$ cat src/verilog/abr_defs.vh
// Purpose: Shared constants of the acquisition buffer readout block.
// Assumes: Included by its bare name from the design file and the bench.
// Notes: Byte offsets on the AXI4-Lite register bus, field positions, codes.
`ifndef ABR_DEFS_VH
`define ABR_DEFS_VH

// ----------------------------------------------------------------
// Register byte offsets
// ----------------------------------------------------------------
`define ABR_OFF_CTRL 8'h00
`define ABR_OFF_TERM 8'h04
`define ABR_OFF_CMD 8'h08
`define ABR_OFF_STAT 8'h0c
`define ABR_OFF_QRY 8'h10
`define ABR_OFF_LVL 8'h14
`define ABR_OFF_ISTAT 8'h18
`define ABR_OFF_IMASK 8'h1c

// ----------------------------------------------------------------
// Fields and reset values
// ----------------------------------------------------------------
`define ABR_CTRL_ACQ 0
`define ABR_CTRL_BURST 1
`define ABR_CTRL_BIN 2
`define ABR_CTRL_SEP 3
`define ABR_CTRL_W 4
`define ABR_CTRL_RST 4'h0
`define ABR_TERM_SCAN 3:0
`define ABR_TERM_BLK 7:4
`define ABR_TERM_RST 8'h00
`define ABR_TCODE_NONE 4'h0
`define ABR_ST_AVAIL 0
`define ABR_ST_BUSY 1
`define ABR_ST_FULL 2
`define ABR_IRQ_SCAN 0
`define ABR_IRQ_CONF 1
`define ABR_IRQ_DONE 2
`define ABR_IRQ_W 3
`define ABR_IRQ_RST 3'h0

// ----------------------------------------------------------------
// Request types, output tags, bus answers, burst unit
// ----------------------------------------------------------------
`define ABR_TYPE_QUERY 2'h0
`define ABR_TYPE_ONE 2'h1
`define ABR_TYPE_BLOCK 2'h2
`define ABR_TYPE_ALL 2'h3
`define ABR_TAG_READ 2'h0
`define ABR_TAG_SEP 2'h1
`define ABR_TAG_SCAN 2'h2
`define ABR_TAG_BLK 2'h3
`define ABR_RESP_OKAY 2'h0
`define ABR_RESP_SLVERR 2'h2
`define ABR_BURST_SAMPLES 256

`endif

$ cat src/verilog/abr_readout.v
// Purpose: Acquisition buffer readout: FIFO of scans, buffered-read engine, status.
// Assumes: Acquisition stream and output queue share aclk; AXI4-Lite registers.
// Notes: Output tokens carry a tag; terminator tokens carry the terminator code.
`timescale 1ns/1ps
`include "abr_defs.vh"
`default_nettype none

module abr_readout #(
	parameter AW = 8,
	parameter DEPTH_LOG2 = 6,
	parameter BURST_N = `ABR_BURST_SAMPLES
) (
	// Clock and reset
	input wire aclk,
	input wire aresetn,
	// AXI4-Lite register slave
	input wire [AW-1:0] s_axi_awaddr,
	input wire s_axi_awvalid,
	output wire s_axi_awready,
	input wire [31:0] s_axi_wdata,
	input wire [3:0] s_axi_wstrb,
	input wire s_axi_wvalid,
	output wire s_axi_wready,
	output reg [1:0] s_axi_bresp,
	output reg s_axi_bvalid,
	input wire s_axi_bready,
	input wire [AW-1:0] s_axi_araddr,
	input wire s_axi_arvalid,
	output wire s_axi_arready,
	output reg [31:0] s_axi_rdata,
	output reg [1:0] s_axi_rresp,
	output reg s_axi_rvalid,
	input wire s_axi_rready,
	// Acquisition stream
	input wire acq_valid,
	output wire acq_ready,
	input wire [31:0] acq_data,
	input wire acq_scan_end,
	input wire acq_block_end,
	// Output queue
	output reg out_valid,
	input wire out_ready,
	output reg [31:0] out_data,
	output reg [1:0] out_tag,
	// Status
	output wire scan_avail,
	output wire irq
);

	localparam DEPTH = 1 << DEPTH_LOG2;
	localparam CW = DEPTH_LOG2 + 1;
	localparam SW = (BURST_N > 1) ? $clog2(BURST_N) : 1;
	localparam integer SMP_LAST_I = BURST_N - 1;
	localparam [SW-1:0] SMP_LAST = SMP_LAST_I[SW-1:0];
	localparam [CW-1:0] ONE_C = {{(CW-1){1'b0}}, 1'b1};
	localparam [3:0] S_IDLE = 4'h1;
	localparam [3:0] S_RD = 4'h2;
	localparam [3:0] S_SEP = 4'h4;
	localparam [3:0] S_TRM = 4'h8;

	// ----------------------------------------------------------------
	// Byte-lane merge for register writes
	// ----------------------------------------------------------------
	function [31:0] wmerge;
		input [31:0] old;
		input [31:0] nw;
		input [3:0] strb;
		integer i;
		begin
			wmerge = old;
			for (i = 0; i < 4; i = i + 1) begin
				if (strb[i])
					wmerge[i*8 +: 8] = nw[i*8 +: 8];
			end
		end
	endfunction

	reg [`ABR_CTRL_W-1:0] ctrl_ff;
	reg [7:0] term_ff;
	reg [`ABR_IRQ_W-1:0] istat_ff;
	reg [`ABR_IRQ_W-1:0] imask_ff;
	reg [CW-1:0] q_scans_ff;
	reg [CW-1:0] q_blks_ff;
	reg [CW-1:0] wr_ptr_ff;
	reg [CW-1:0] rd_ptr_ff;
	reg [CW-1:0] scan_cnt_ff;
	reg [CW-1:0] blk_cnt_ff;
	reg [SW-1:0] smp_ff;
	reg [33:0] mem [0:DEPTH-1];
	reg [3:0] st_ff;
	reg [1:0] mode_ff;
	reg [CW-1:0] left_ff;
	reg last_ff;
	reg blkt_ff;
	reg [3:0] tcode_ff;
	reg aw_got_ff;
	reg w_got_ff;
	reg [AW-1:0] aw_addr_ff;
	reg [31:0] w_data_ff;
	reg [3:0] w_strb_ff;

	// ----------------------------------------------------------------
	// Buffer write side: acquisition scans in FIFO order
	// ----------------------------------------------------------------
	wire full = (wr_ptr_ff[CW-1] != rd_ptr_ff[CW-1]) &&
		(wr_ptr_ff[CW-2:0] == rd_ptr_ff[CW-2:0]);
	wire burst = ctrl_ff[`ABR_CTRL_BURST];
	wire binary = ctrl_ff[`ABR_CTRL_BIN];
	assign acq_ready = ctrl_ff[`ABR_CTRL_ACQ] && !full;
	wire push = acq_valid && acq_ready;
	// Burst mode ignores the scan strobe and ends a scan every BURST_N samples
	wire in_eos = burst ? (smp_ff == SMP_LAST) : acq_scan_end;
	wire in_eob = in_eos && acq_block_end;
	wire [33:0] head = mem[rd_ptr_ff[CW-2:0]];
	wire head_eos = head[32];
	wire head_eob = head[33];

	// Storage array has no reset; only pointers define content
	always @(posedge aclk) begin
		if (push)
			mem[wr_ptr_ff[CW-2:0]] <= {in_eob, in_eos, acq_data};
	end

	// ----------------------------------------------------------------
	// Readout engine (combinational next state)
	// ----------------------------------------------------------------
	wire slot_free = !out_valid || out_ready;
	wire busy = (st_ff != S_IDLE) || out_valid;
	wire wr_fire = aw_got_ff && w_got_ff && !s_axi_bvalid;
	wire cmd_go = wr_fire && (aw_addr_ff[7:0] == `ABR_OFF_CMD) && w_strb_ff[0];
	wire [1:0] cmd_type = w_data_ff[1:0];
	wire xfer_end = (mode_ff == `ABR_TYPE_ONE) ? 1'b1 :
		(mode_ff == `ABR_TYPE_BLOCK) ? head_eob : (left_ff == ONE_C);
	wire use_blk = head_eob && (mode_ff != `ABR_TYPE_ONE);
	wire [3:0] tcode = use_blk ? term_ff[`ABR_TERM_BLK] : term_ff[`ABR_TERM_SCAN];
	wire tok_term = !binary && (tcode != `ABR_TCODE_NONE);
	wire sep_on = ctrl_ff[`ABR_CTRL_SEP] && !binary;
	reg [3:0] nxt_st;
	reg nxt_pop;
	reg nxt_emit;
	reg [1:0] nxt_tag;
	reg [31:0] nxt_data;
	reg ev_conf;
	reg ev_done;
	reg qry_go;
	reg start;

	always @* begin
		nxt_st = st_ff;
		nxt_pop = 1'b0;
		nxt_emit = 1'b0;
		nxt_tag = `ABR_TAG_READ;
		nxt_data = head[31:0];
		ev_conf = 1'b0;
		ev_done = 1'b0;
		qry_go = 1'b0;
		start = 1'b0;
		if (cmd_go) begin
			if (cmd_type == `ABR_TYPE_QUERY) begin
				qry_go = 1'b1;
				ev_done = 1'b1;
			end else if (busy) begin
				ev_conf = 1'b1;
			end else if ((cmd_type == `ABR_TYPE_BLOCK) ? (blk_cnt_ff == {CW{1'b0}}) :
				(scan_cnt_ff == {CW{1'b0}})) begin
				ev_conf = 1'b1;
			end else begin
				start = 1'b1;
				nxt_st = S_RD;
			end
		end
		case (st_ff)
			S_IDLE: begin
			end
			S_RD: begin
				if (slot_free) begin
					nxt_pop = 1'b1;
					nxt_emit = 1'b1;
					if (!head_eos)
						nxt_st = sep_on ? S_SEP : S_RD;
					else if (tok_term)
						nxt_st = S_TRM;
					else begin
						nxt_st = xfer_end ? S_IDLE : S_RD;
						ev_done = xfer_end;
					end
				end
			end
			S_SEP: begin
				if (slot_free) begin
					nxt_emit = 1'b1;
					nxt_tag = `ABR_TAG_SEP;
					nxt_data = 32'h0000_0000;
					nxt_st = S_RD;
				end
			end
			S_TRM: begin
				if (slot_free) begin
					nxt_emit = 1'b1;
					nxt_tag = blkt_ff ? `ABR_TAG_BLK : `ABR_TAG_SCAN;
					nxt_data = {28'h000_0000, tcode_ff};
					nxt_st = last_ff ? S_IDLE : S_RD;
					ev_done = last_ff;
				end
			end
			default: nxt_st = S_IDLE;
		endcase
	end

	wire pop = nxt_pop;
	wire ev_scan = push && in_eos;

	// ----------------------------------------------------------------
	// Engine, pointers, counters and output queue registers
	// ----------------------------------------------------------------
	always @(posedge aclk) begin
		if (!aresetn) begin
			st_ff <= S_IDLE;
			mode_ff <= `ABR_TYPE_QUERY;
			left_ff <= {CW{1'b0}};
			last_ff <= 1'b0;
			blkt_ff <= 1'b0;
			tcode_ff <= `ABR_TCODE_NONE;
			wr_ptr_ff <= {CW{1'b0}};
			rd_ptr_ff <= {CW{1'b0}};
			scan_cnt_ff <= {CW{1'b0}};
			blk_cnt_ff <= {CW{1'b0}};
			smp_ff <= {SW{1'b0}};
			q_scans_ff <= {CW{1'b0}};
			q_blks_ff <= {CW{1'b0}};
			out_valid <= 1'b0;
			out_data <= 32'h0000_0000;
			out_tag <= `ABR_TAG_READ;
		end else begin
			st_ff <= nxt_st;
			if (start) begin
				mode_ff <= cmd_type;
				left_ff <= scan_cnt_ff;
			end
			if (pop && head_eos) begin
				left_ff <= left_ff - ONE_C;
				last_ff <= xfer_end;
				blkt_ff <= use_blk;
				tcode_ff <= tcode;
			end
			if (push) begin
				wr_ptr_ff <= wr_ptr_ff + ONE_C;
				smp_ff <= (!burst || in_eos) ? {SW{1'b0}} : smp_ff + 1'b1;
			end
			if (pop)
				rd_ptr_ff <= rd_ptr_ff + ONE_C;
			// Complete scans and blocks held; partial scans are not readable
			if (ev_scan && !(pop && head_eos))
				scan_cnt_ff <= scan_cnt_ff + ONE_C;
			else if (!ev_scan && pop && head_eos)
				scan_cnt_ff <= scan_cnt_ff - ONE_C;
			if ((push && in_eob) && !(pop && head_eob))
				blk_cnt_ff <= blk_cnt_ff + ONE_C;
			else if (!(push && in_eob) && pop && head_eob)
				blk_cnt_ff <= blk_cnt_ff - ONE_C;
			if (qry_go) begin
				q_scans_ff <= scan_cnt_ff;
				q_blks_ff <= blk_cnt_ff;
			end
			if (nxt_emit) begin
				out_valid <= 1'b1;
				out_data <= nxt_data;
				out_tag <= nxt_tag;
			end else if (out_ready)
				out_valid <= 1'b0;
		end
	end

	assign scan_avail = (scan_cnt_ff != {CW{1'b0}});

	// ----------------------------------------------------------------
	// AXI4-Lite write channel and control registers
	// ----------------------------------------------------------------
	wire [7:0] wa = aw_addr_ff[7:0];
	wire wa_ok = (wa == `ABR_OFF_CTRL) || (wa == `ABR_OFF_TERM) || (wa == `ABR_OFF_CMD) ||
		(wa == `ABR_OFF_ISTAT) || (wa == `ABR_OFF_IMASK);
	wire [31:0] wm_ctrl = wmerge({28'h000_0000, ctrl_ff}, w_data_ff, w_strb_ff);
	wire [31:0] wm_term = wmerge({24'h00_0000, term_ff}, w_data_ff, w_strb_ff);
	wire [31:0] wm_mask = wmerge({29'h0000_0000, imask_ff}, w_data_ff, w_strb_ff);
	wire [`ABR_IRQ_W-1:0] iclr = (wr_fire && wa == `ABR_OFF_ISTAT && w_strb_ff[0]) ?
		w_data_ff[`ABR_IRQ_W-1:0] : {`ABR_IRQ_W{1'b0}};
	wire [`ABR_IRQ_W-1:0] iev;
	assign iev[`ABR_IRQ_SCAN] = ev_scan;
	assign iev[`ABR_IRQ_CONF] = ev_conf;
	assign iev[`ABR_IRQ_DONE] = ev_done;
	assign s_axi_awready = !aw_got_ff && !s_axi_bvalid;
	assign s_axi_wready = !w_got_ff && !s_axi_bvalid;

	// Address and data are caught independently, in either order
	always @(posedge aclk) begin
		if (!aresetn) begin
			aw_got_ff <= 1'b0;
			w_got_ff <= 1'b0;
			aw_addr_ff <= {AW{1'b0}};
			w_data_ff <= 32'h0000_0000;
			w_strb_ff <= 4'h0;
			s_axi_bvalid <= 1'b0;
			s_axi_bresp <= `ABR_RESP_OKAY;
			ctrl_ff <= `ABR_CTRL_RST;
			term_ff <= `ABR_TERM_RST;
			imask_ff <= `ABR_IRQ_RST;
			istat_ff <= `ABR_IRQ_RST;
		end else begin
			if (s_axi_awvalid && s_axi_awready) begin
				aw_got_ff <= 1'b1;
				aw_addr_ff <= s_axi_awaddr;
			end
			if (s_axi_wvalid && s_axi_wready) begin
				w_got_ff <= 1'b1;
				w_data_ff <= s_axi_wdata;
				w_strb_ff <= s_axi_wstrb;
			end
			if (wr_fire) begin
				aw_got_ff <= 1'b0;
				w_got_ff <= 1'b0;
				s_axi_bvalid <= 1'b1;
				s_axi_bresp <= wa_ok ? `ABR_RESP_OKAY : `ABR_RESP_SLVERR;
				if (wa == `ABR_OFF_CTRL)
					ctrl_ff <= wm_ctrl[`ABR_CTRL_W-1:0];
				if (wa == `ABR_OFF_TERM)
					term_ff <= wm_term[7:0];
				if (wa == `ABR_OFF_IMASK)
					imask_ff <= wm_mask[`ABR_IRQ_W-1:0];
			end else if (s_axi_bvalid && s_axi_bready)
				s_axi_bvalid <= 1'b0;
			// New event wins over a write-one clear in the same cycle
			istat_ff <= (istat_ff & ~iclr) | iev;
		end
	end

	assign irq = |(istat_ff & imask_ff);

	// ----------------------------------------------------------------
	// AXI4-Lite read channel
	// ----------------------------------------------------------------
	assign s_axi_arready = !s_axi_rvalid;
	reg [31:0] rd_mux;
	reg rd_ok;

	always @* begin
		rd_mux = 32'h0000_0000;
		rd_ok = 1'b1;
		case (s_axi_araddr[7:0])
			`ABR_OFF_CTRL: rd_mux[`ABR_CTRL_W-1:0] = ctrl_ff;
			`ABR_OFF_TERM: rd_mux[7:0] = term_ff;
			`ABR_OFF_CMD: rd_mux[1:0] = mode_ff;
			`ABR_OFF_STAT: begin
				rd_mux[`ABR_ST_AVAIL] = scan_avail;
				rd_mux[`ABR_ST_BUSY] = busy;
				rd_mux[`ABR_ST_FULL] = full;
			end
			`ABR_OFF_QRY: rd_mux = {{(16-CW){1'b0}}, q_blks_ff, {(16-CW){1'b0}}, q_scans_ff};
			`ABR_OFF_LVL: rd_mux = {{(16-CW){1'b0}}, blk_cnt_ff, {(16-CW){1'b0}}, scan_cnt_ff};
			`ABR_OFF_ISTAT: rd_mux[`ABR_IRQ_W-1:0] = istat_ff;
			`ABR_OFF_IMASK: rd_mux[`ABR_IRQ_W-1:0] = imask_ff;
			default: rd_ok = 1'b0;
		endcase
	end

	// Reads have no side effects, so a late rready costs nothing
	always @(posedge aclk) begin
		if (!aresetn) begin
			s_axi_rvalid <= 1'b0;
			s_axi_rdata <= 32'h0000_0000;
			s_axi_rresp <= `ABR_RESP_OKAY;
		end else if (s_axi_arvalid && s_axi_arready) begin
			s_axi_rvalid <= 1'b1;
			s_axi_rdata <= rd_mux;
			s_axi_rresp <= rd_ok ? `ABR_RESP_OKAY : `ABR_RESP_SLVERR;
		end else if (s_axi_rvalid && s_axi_rready)
			s_axi_rvalid <= 1'b0;
	end

endmodule // abr_readout

`default_nettype wire

$ cat config.mk
export PLATFORM = sky130hd
export DESIGN_NAME = abr_readout
export DESIGN_NICKNAME = d
export VERILOG_FILES = /design/src/verilog/abr_readout.v
export VERILOG_INCLUDE_DIRS = /design/src /design/src/verilog
export SDC_FILE = /design/constraint.sdc
export NUM_CORES = 2
export LEC_CHECK = 0
export BUFFER_PORTS_ARGS = -buffer_cell sky130_fd_sc_hd__buf_2
export CELL_PAD_IN_SITES_DETAIL_PLACEMENT = 1
export CELL_PAD_IN_SITES_GLOBAL_PLACEMENT = 1
export CORE_ASPECT_RATIO = 0.9
export CORE_MARGIN = 3
export CORE_UTILIZATION = 60
export CTS_CLUSTER_SIZE = 20
export DETAILED_ROUTE_END_ITERATION = 6
export PLACE_DENSITY = 0.86
export SYNTH_ARGS = -nofsm -noshare
export SYNTH_HDL_FRONTEND = slang
export SYNTH_SLANG_ARGS = --single-unit
$ cat constraint.sdc
create_clock -name aclk -period 20.9 [get_ports aclk]
set_input_delay 1.045 -clock aclk [delete_from_list [all_inputs] [get_ports aclk]]
set_output_delay 1.045 -clock aclk [all_outputs]
set_load 0.01 [all_outputs]
-- Yosys cells after proc, flatten, opt, wreduce, memory -nomap -nowiden
Memories as Yosys holds them, arrays and structs flattened. A register that Yosys moved wholly into a read port is not among the register bits.
Cells that the tools add are included.
- add/sub/neg operators: 8
- eq/ne operators: 24
- muxes and demuxes: 69
- bitwise operators: 5
- reduce and logical (&&, ||, !) cells: 69
- operators with widths (cell ; number):
    $mux 32 ; 2
    $pmux 32 s2 ; 1
    $eq 8x5->1 const B ; 6
    $mux 7 ; 6
    $mux 4 ; 10
    $mux 1 ; 32
    $logic_and 1x1->1 ; 30
    $pmux 15 s2 ; 1
    $add 7x1->7 const B ; 4
    $eq 8x4->1 const B ; 3
    $sub 7x1->7 const B ; 3
    $eq 8x3->1 const B ; 2
    $logic_not 8->1 ; 2
    $pmux 2 s8 ; 1
    $pmux 4 s4 ; 1
    $logic_not 7->1 ; 2
    $logic_not 1->1 ; 12
    $mux 6 ; 2
    $pmux 4 s3 ; 1
    $reduce_bool 2->1 ; 6
    $mux 2 ; 5
    $reduce_and 3->1 ; 3
    $add 8x1->8 const B ; 1
    $eq 8x8->1 const B ; 1
    28 further kinds ; 38
- bits in registers: 179
- RAM bits: 2176
- input bits: 95
- output and inout bits: 79
- word-level logic and storage cells: 206
- memories kept: 1
- memories (memory ; words ; bits a word ; rd ports ; clocked after Yosys merged registers in ; wr ports ; line ; text):
    mem ; 64 ; 34 ; 1 ; 1 ; 1 ; abr_readout.v:89 ; reg [33:0] mem [0:DEPTH-1];

-- Longest topological paths before layout
- depth in word-level cells: 11
- depth in mapped cells: 20
- mapped depth without buffers: 15

-- Least setup slack after synthesis
No wires, ideal clock.
- path type: flip-flop to flip-flop
- start: reg smp_ff[0]
- end: reg scan_cnt_ff[6]
- setup time: 0.128 ns
- arrival time: 6.481 ns
- required time: 20.772 ns
- path slack: 14.291 ns
- stages on the path, launching flop included: 16
- buffers on the path: 0
- period minus slack after synthesis: 6.609 ns
- cells stage by stage: dfxtp_1 -> ha_1 -> nand2_1 -> or2_2 -> o31ai_1 -> nand2_1 -> or2_2 -> fa_1 -> a21o_1 -> a21oi_1 -> o21bai_1 -> a21oi_1 -> a211oi_1 -> a21oi_1 -> xor2_1 -> nor2_1
- longest elaborated chain between the ends: 7
- elaborated cells between the ends (all ways): 9
- classes of those cells: eq/ne (1); mux (2); reduce/logical (6)
- ends and longest elaborated chain (element ; line ; text):
    start, declared ; abr_readout.v:88 ; reg [SW-1:0] smp_ff;
    start signal, assigned ; abr_readout.v:228 ; smp_ff <= {SW{1'b0}};
    start signal, assigned ; abr_readout.v:248 ; smp_ff <= (!burst || in_eos) ? {SW{1'b0}} : smp_ff + 1'b1;
    $eq 8x8->1 * ; abr_readout.v:112 ; wire in_eos = burst ? (smp_ff == SMP_LAST) : acq_scan_end;
    $mux 1 * ; abr_readout.v:112 ;
    via in_eos ; abr_readout.v:112 ;
    $logic_and 1x1->1 * ; abr_readout.v:211 ; wire ev_scan = push && in_eos;
    $logic_not 1->1 ; abr_readout.v:255 ; else if (!ev_scan && pop && head_eos)
    $logic_and 1x1->1 (2 in series) ; abr_readout.v:255 ;
    $reduce_bool 2->1 (no line) ; n/a ;
    end signal, assigned ; abr_readout.v:226 ; scan_cnt_ff <= {CW{1'b0}};
    end signal, assigned ; abr_readout.v:254 ; scan_cnt_ff <= scan_cnt_ff + ONE_C;
    end signal, assigned ; abr_readout.v:256 ; scan_cnt_ff <= scan_cnt_ff - ONE_C;
    end, declared ; abr_readout.v:86 ; reg [CW-1:0] scan_cnt_ff;
The timed path passes the listed nets; every way through them passes the cells marked *.
A chain may end at the register's enable or synchronous reset.

==> impl_metrics.py <==
metrics = {
    "setup_path": {
        "slowest_delay_ns": 1.04,
        "startpoint_type": "flop",
        "crit_fanout": 74,
        "end_kind": "flop",
        "slowest_stage": "buf_4",
        "arrival_ns": 7.71,
        "required_ns": 21.58,
        "crit_top_cell": "a21oi_1",
        "cp.buffers_inverters": 1,
        "cp_cell_sequence": "buf_4 -> mux4_2 -> mux4_2 -> nand2b_1 -> a32o_1 -> and2_1 -> or2_2 -> fa_1 -> a21o_1 -> a21oi_1 -> o21bai_1 -> a21oi_1 -> a211oi_1 -> a21oi_1 -> xor2_1 -> nor2_1",
        "timing.rr.end": "scan_cnt_ff[6]",
        "path_class": "reg2reg",
        "rrSetupSlack_ns": 13.87,
        "critical_path.top_delay_family": "compound AO/OA/AOI/OAI gates",
        "rr_worst_depth": 16,
    },
    "clock_network": {
        "postCtsSetupRepairBufs": 0,
        "cts_made_buffers": 215,
        "ctsHoldBuffers": 0,
        "clkSinkCount": 2342,
        "clockBufferDepth": 3,
        "cts_tree": "done",
        "cts_resized": 0,
        "cts-root-buf": "clkbuf_16",
        "path_clk_slew_ns": 0.07,
        "clk_latency_ns": 0.88,
        "h-tree-depth": 4,
    },
    "cells_and_area": {
        "syn_to_final_growth_pct": 11.8,
        "nets": 4482,
        "fill_cells": 11500,
        "drive_above_1_share": 0.291,
        "final_core_util": 0.678,
    },
    "outcome": {
        "status": "finished, final reports clean",
    },
    "power": {
        "total_power_mw": 9.43,
        "leakage_nw": 30.9,
        "max-vdd-ir-drop_uv": 100,
        "pwr_density_cell_nw_per_um2": 93.4,
    },
    "timing": {
        "fin_crit_ns": 7.03,
        "fin_ws_ns": 13.87,
        "fin_skew_ns": 0.0599,
        "slew-limit-headroom": 0.124,
        "slew_viol_final": 0,
        "final_hold_viol_count": 0,
        "grt_setup_unrepaired": "no",
        "hold_ws_ns": 0.406,
        "fin_tns_setup_ns": 0,
        "fmaxAchievable_ghz": 0.142,
        "layout_worst_path_cycle_share": 0.336,
        "tightest_slew_ns": 1.31,
        "setup_viol": 0,
    },
    "synthesis": {
        "yosys_warnings": 0,
        "yosysUniqueCellTypes": 74,
        "ys_top_cells_by_count": "edfxtp_1 (2176), mux4_2 (680), nor2_1 (213)",
        "synth_top_area_frac": 0.724,
        "synthFlopType": "edfxtp_1",
        "post_synth.cell_area_avg_sq_um": 21.8,
        "yosys.area.top_type": "edfxtp_1",
        "syn_area_sq_um": 90300,
        "synth_cells": 4138,
        "yosys-top-cells-area": "edfxtp_1 (72%), mux4_2 (17%), dfxtp_1 (3.7%)",
        "post-synth-top-count-cell": "edfxtp_1",
        "synth_edf_count": 2176,
        "synth_seq_cells": 2342,
        "yosysSeqAreaShare": 0.761,
        "async_reset_ff_frac": 0,
    },
    "grt": {
        "top_usage_layer": "met2",
        "grt_antenna_before_repair": 14,
        "use_met3": 0.109,
        "grt_max_degree": 115,
        "grt_pass1_wl_um": 416000,
        "met2_usage": 0.599,
        "grt_pass1_vias": 50800,
        "grt.overflow.total": 0,
        "grt_use_total": 0.390,
        "grt_util_met1": 0.514,
    },
    "run": {
        "cap_violations": 0,
    },
    "place": {
        "gp_congestion": 0.838,
        "hpwl_um": 144000,
        "preCtsSetupSlack_ns": 14.23,
        "portBuffers": 127,
    },
    "hold_path": {
        "hold_class": "in2reg",
        "min-delay-start": "s_axi_rready",
        "min_to": "s_axi_rvalid",
        "whs_path_depth": 2,
    },
    "floorplan": {
        "dieWidth_um": 415,
        "core_area_sq_um": 149000,
        "start_util": 0.606,
        "dieHeight_um": 374,
        "rows": 134,
        "ios": 174,
        "die_area_sq_um": 155000,
    },
    "routing": {
        "drt_drc_violations_left": 0,
        "vias_per_cell": 7.56,
        "drt_iter0_markers": 9439,
        "postRouteAntennaNets": 0,
        "first_pass_iters": 6,
        "vias": 49400,
        "wire_per_inst_um": 45.6,
        "drt-total-wl_um": 298000,
    },
}
[worst register-to-register path, stage by stage (launching register included)]
cell and delay, ns:
dfxtp_4 0.98, buf_4 1.12, mux4_2 0.65, mux4_2 0.49
nand2b_1 0.19, a32o_1 0.43, and2_1 0.57, or2_2 0.55
fa_1 0.46, a21o_1 0.20, a21oi_1 0.26, o21bai_1 0.11
a21oi_1 0.25, a211oi_1 0.10, a21oi_1 0.27, xor2_1 0.18
nor2_1 0.05
[kinds of logic after synthesis]
| logic type | share of synthesized area |
|---|---|
| other | 0.0000415 |
| AO/OA/AOI/OAI | 0.0162 |
| buffers and inverters | 0.0140 |
| XOR/XNOR | 0.00378 |
| AND/OR/NAND/NOR | 0.0255 |
| multiplexers | 0.177 |
| flip-flops | 0.761 |
| adder cells (fa/ha/maj) | 0.00252 |
[how the worst max path moves through the flow]
stage,startpoint,depth (start not counted),to,slack (ns)
after floorplan,smp_ff[0],15,scan_cnt_ff[6],14.29
after global placement,flop,16,scan_cnt_ff[6],14.41
after detailed placement,flop,16,scan_cnt_ff[6],14.23
after CTS,flop,16,scan_cnt_ff[6],13.99
after global routing,flop,16,scan_cnt_ff[6],13.64
final,flop,16,scan_cnt_ff[6],13.87
[final cells by class]
| cell class | count | area [sq um] | area share |
|---|---|---|---|
| multi-input combinational | 1562 | 20900 | 0.207 |
| tap | 1972 | 2470 | 0.0244 |
| timing repair buffer | 231 | 1440 | 0.0143 |
| clock inverter | 133 | 1530 | 0.0151 |
| antenna | 6 | 15.0 | 0.000149 |
| clock buffer | 270 | 5810 | 0.0576 |
| inverter | 18 | 81.3 | 0.000806 |
| sequential | 2342 | 68700 | 0.681 |
[power breakdown]
part	internal (mW)	total [mW]	switching [mW]
combinational	0.0131	0.0997	0.0867
clock	2.33	4.21	1.88
sequential	5.12	5.12	0.00438
total	7.46	9.43	1.97
[routing by layer]
metal | wire (um) | vias to the layer above
met5 | 57 | -
met1 | 96400 | 25500
met3 | 42400 | 1077
met2 | 139000 | 5018
li1 | - | 17700
met4 | 19400 | 8
[placed cells by master, fill, tap and decap left out, types with 33 or more instances in the layout]
master	Yosys	routed
mux4_2	680	680
a21oi_1	69	69
dfxtp_1	166	161
nor2_1	213	149
buf_4	31	102
clkbuf_16	0	220
nand2_1	166	166
nand3_1	47	47
buf_2	66	127
edfxtp_1	2176	2176
clkbuf_1	82	38
clkinv_1	0	45
clkinv_2	0	33
nor2_4	0	64
mux2i_1	63	63
[registers in the layout, indices dropped and copies added (netlist names), 8 cells and up, named ones only]
name and cells:
aw_addr_ff 8, mem 2176, out_data 32, s_axi_rdata 15
smp_ff 8, term_ff 8, w_data_ff 8
[stage by stage]
stage | cells | instance area (sq um)
after floorplan | 4156 | 90300
after global placement | 6125 | 93600
after detailed placement | 6125 | 93600
after CTS | 6528 | 101000
after global routing | 6529 | 101000
final | 6534 | 101000
(Power assumes the default switching activity.)
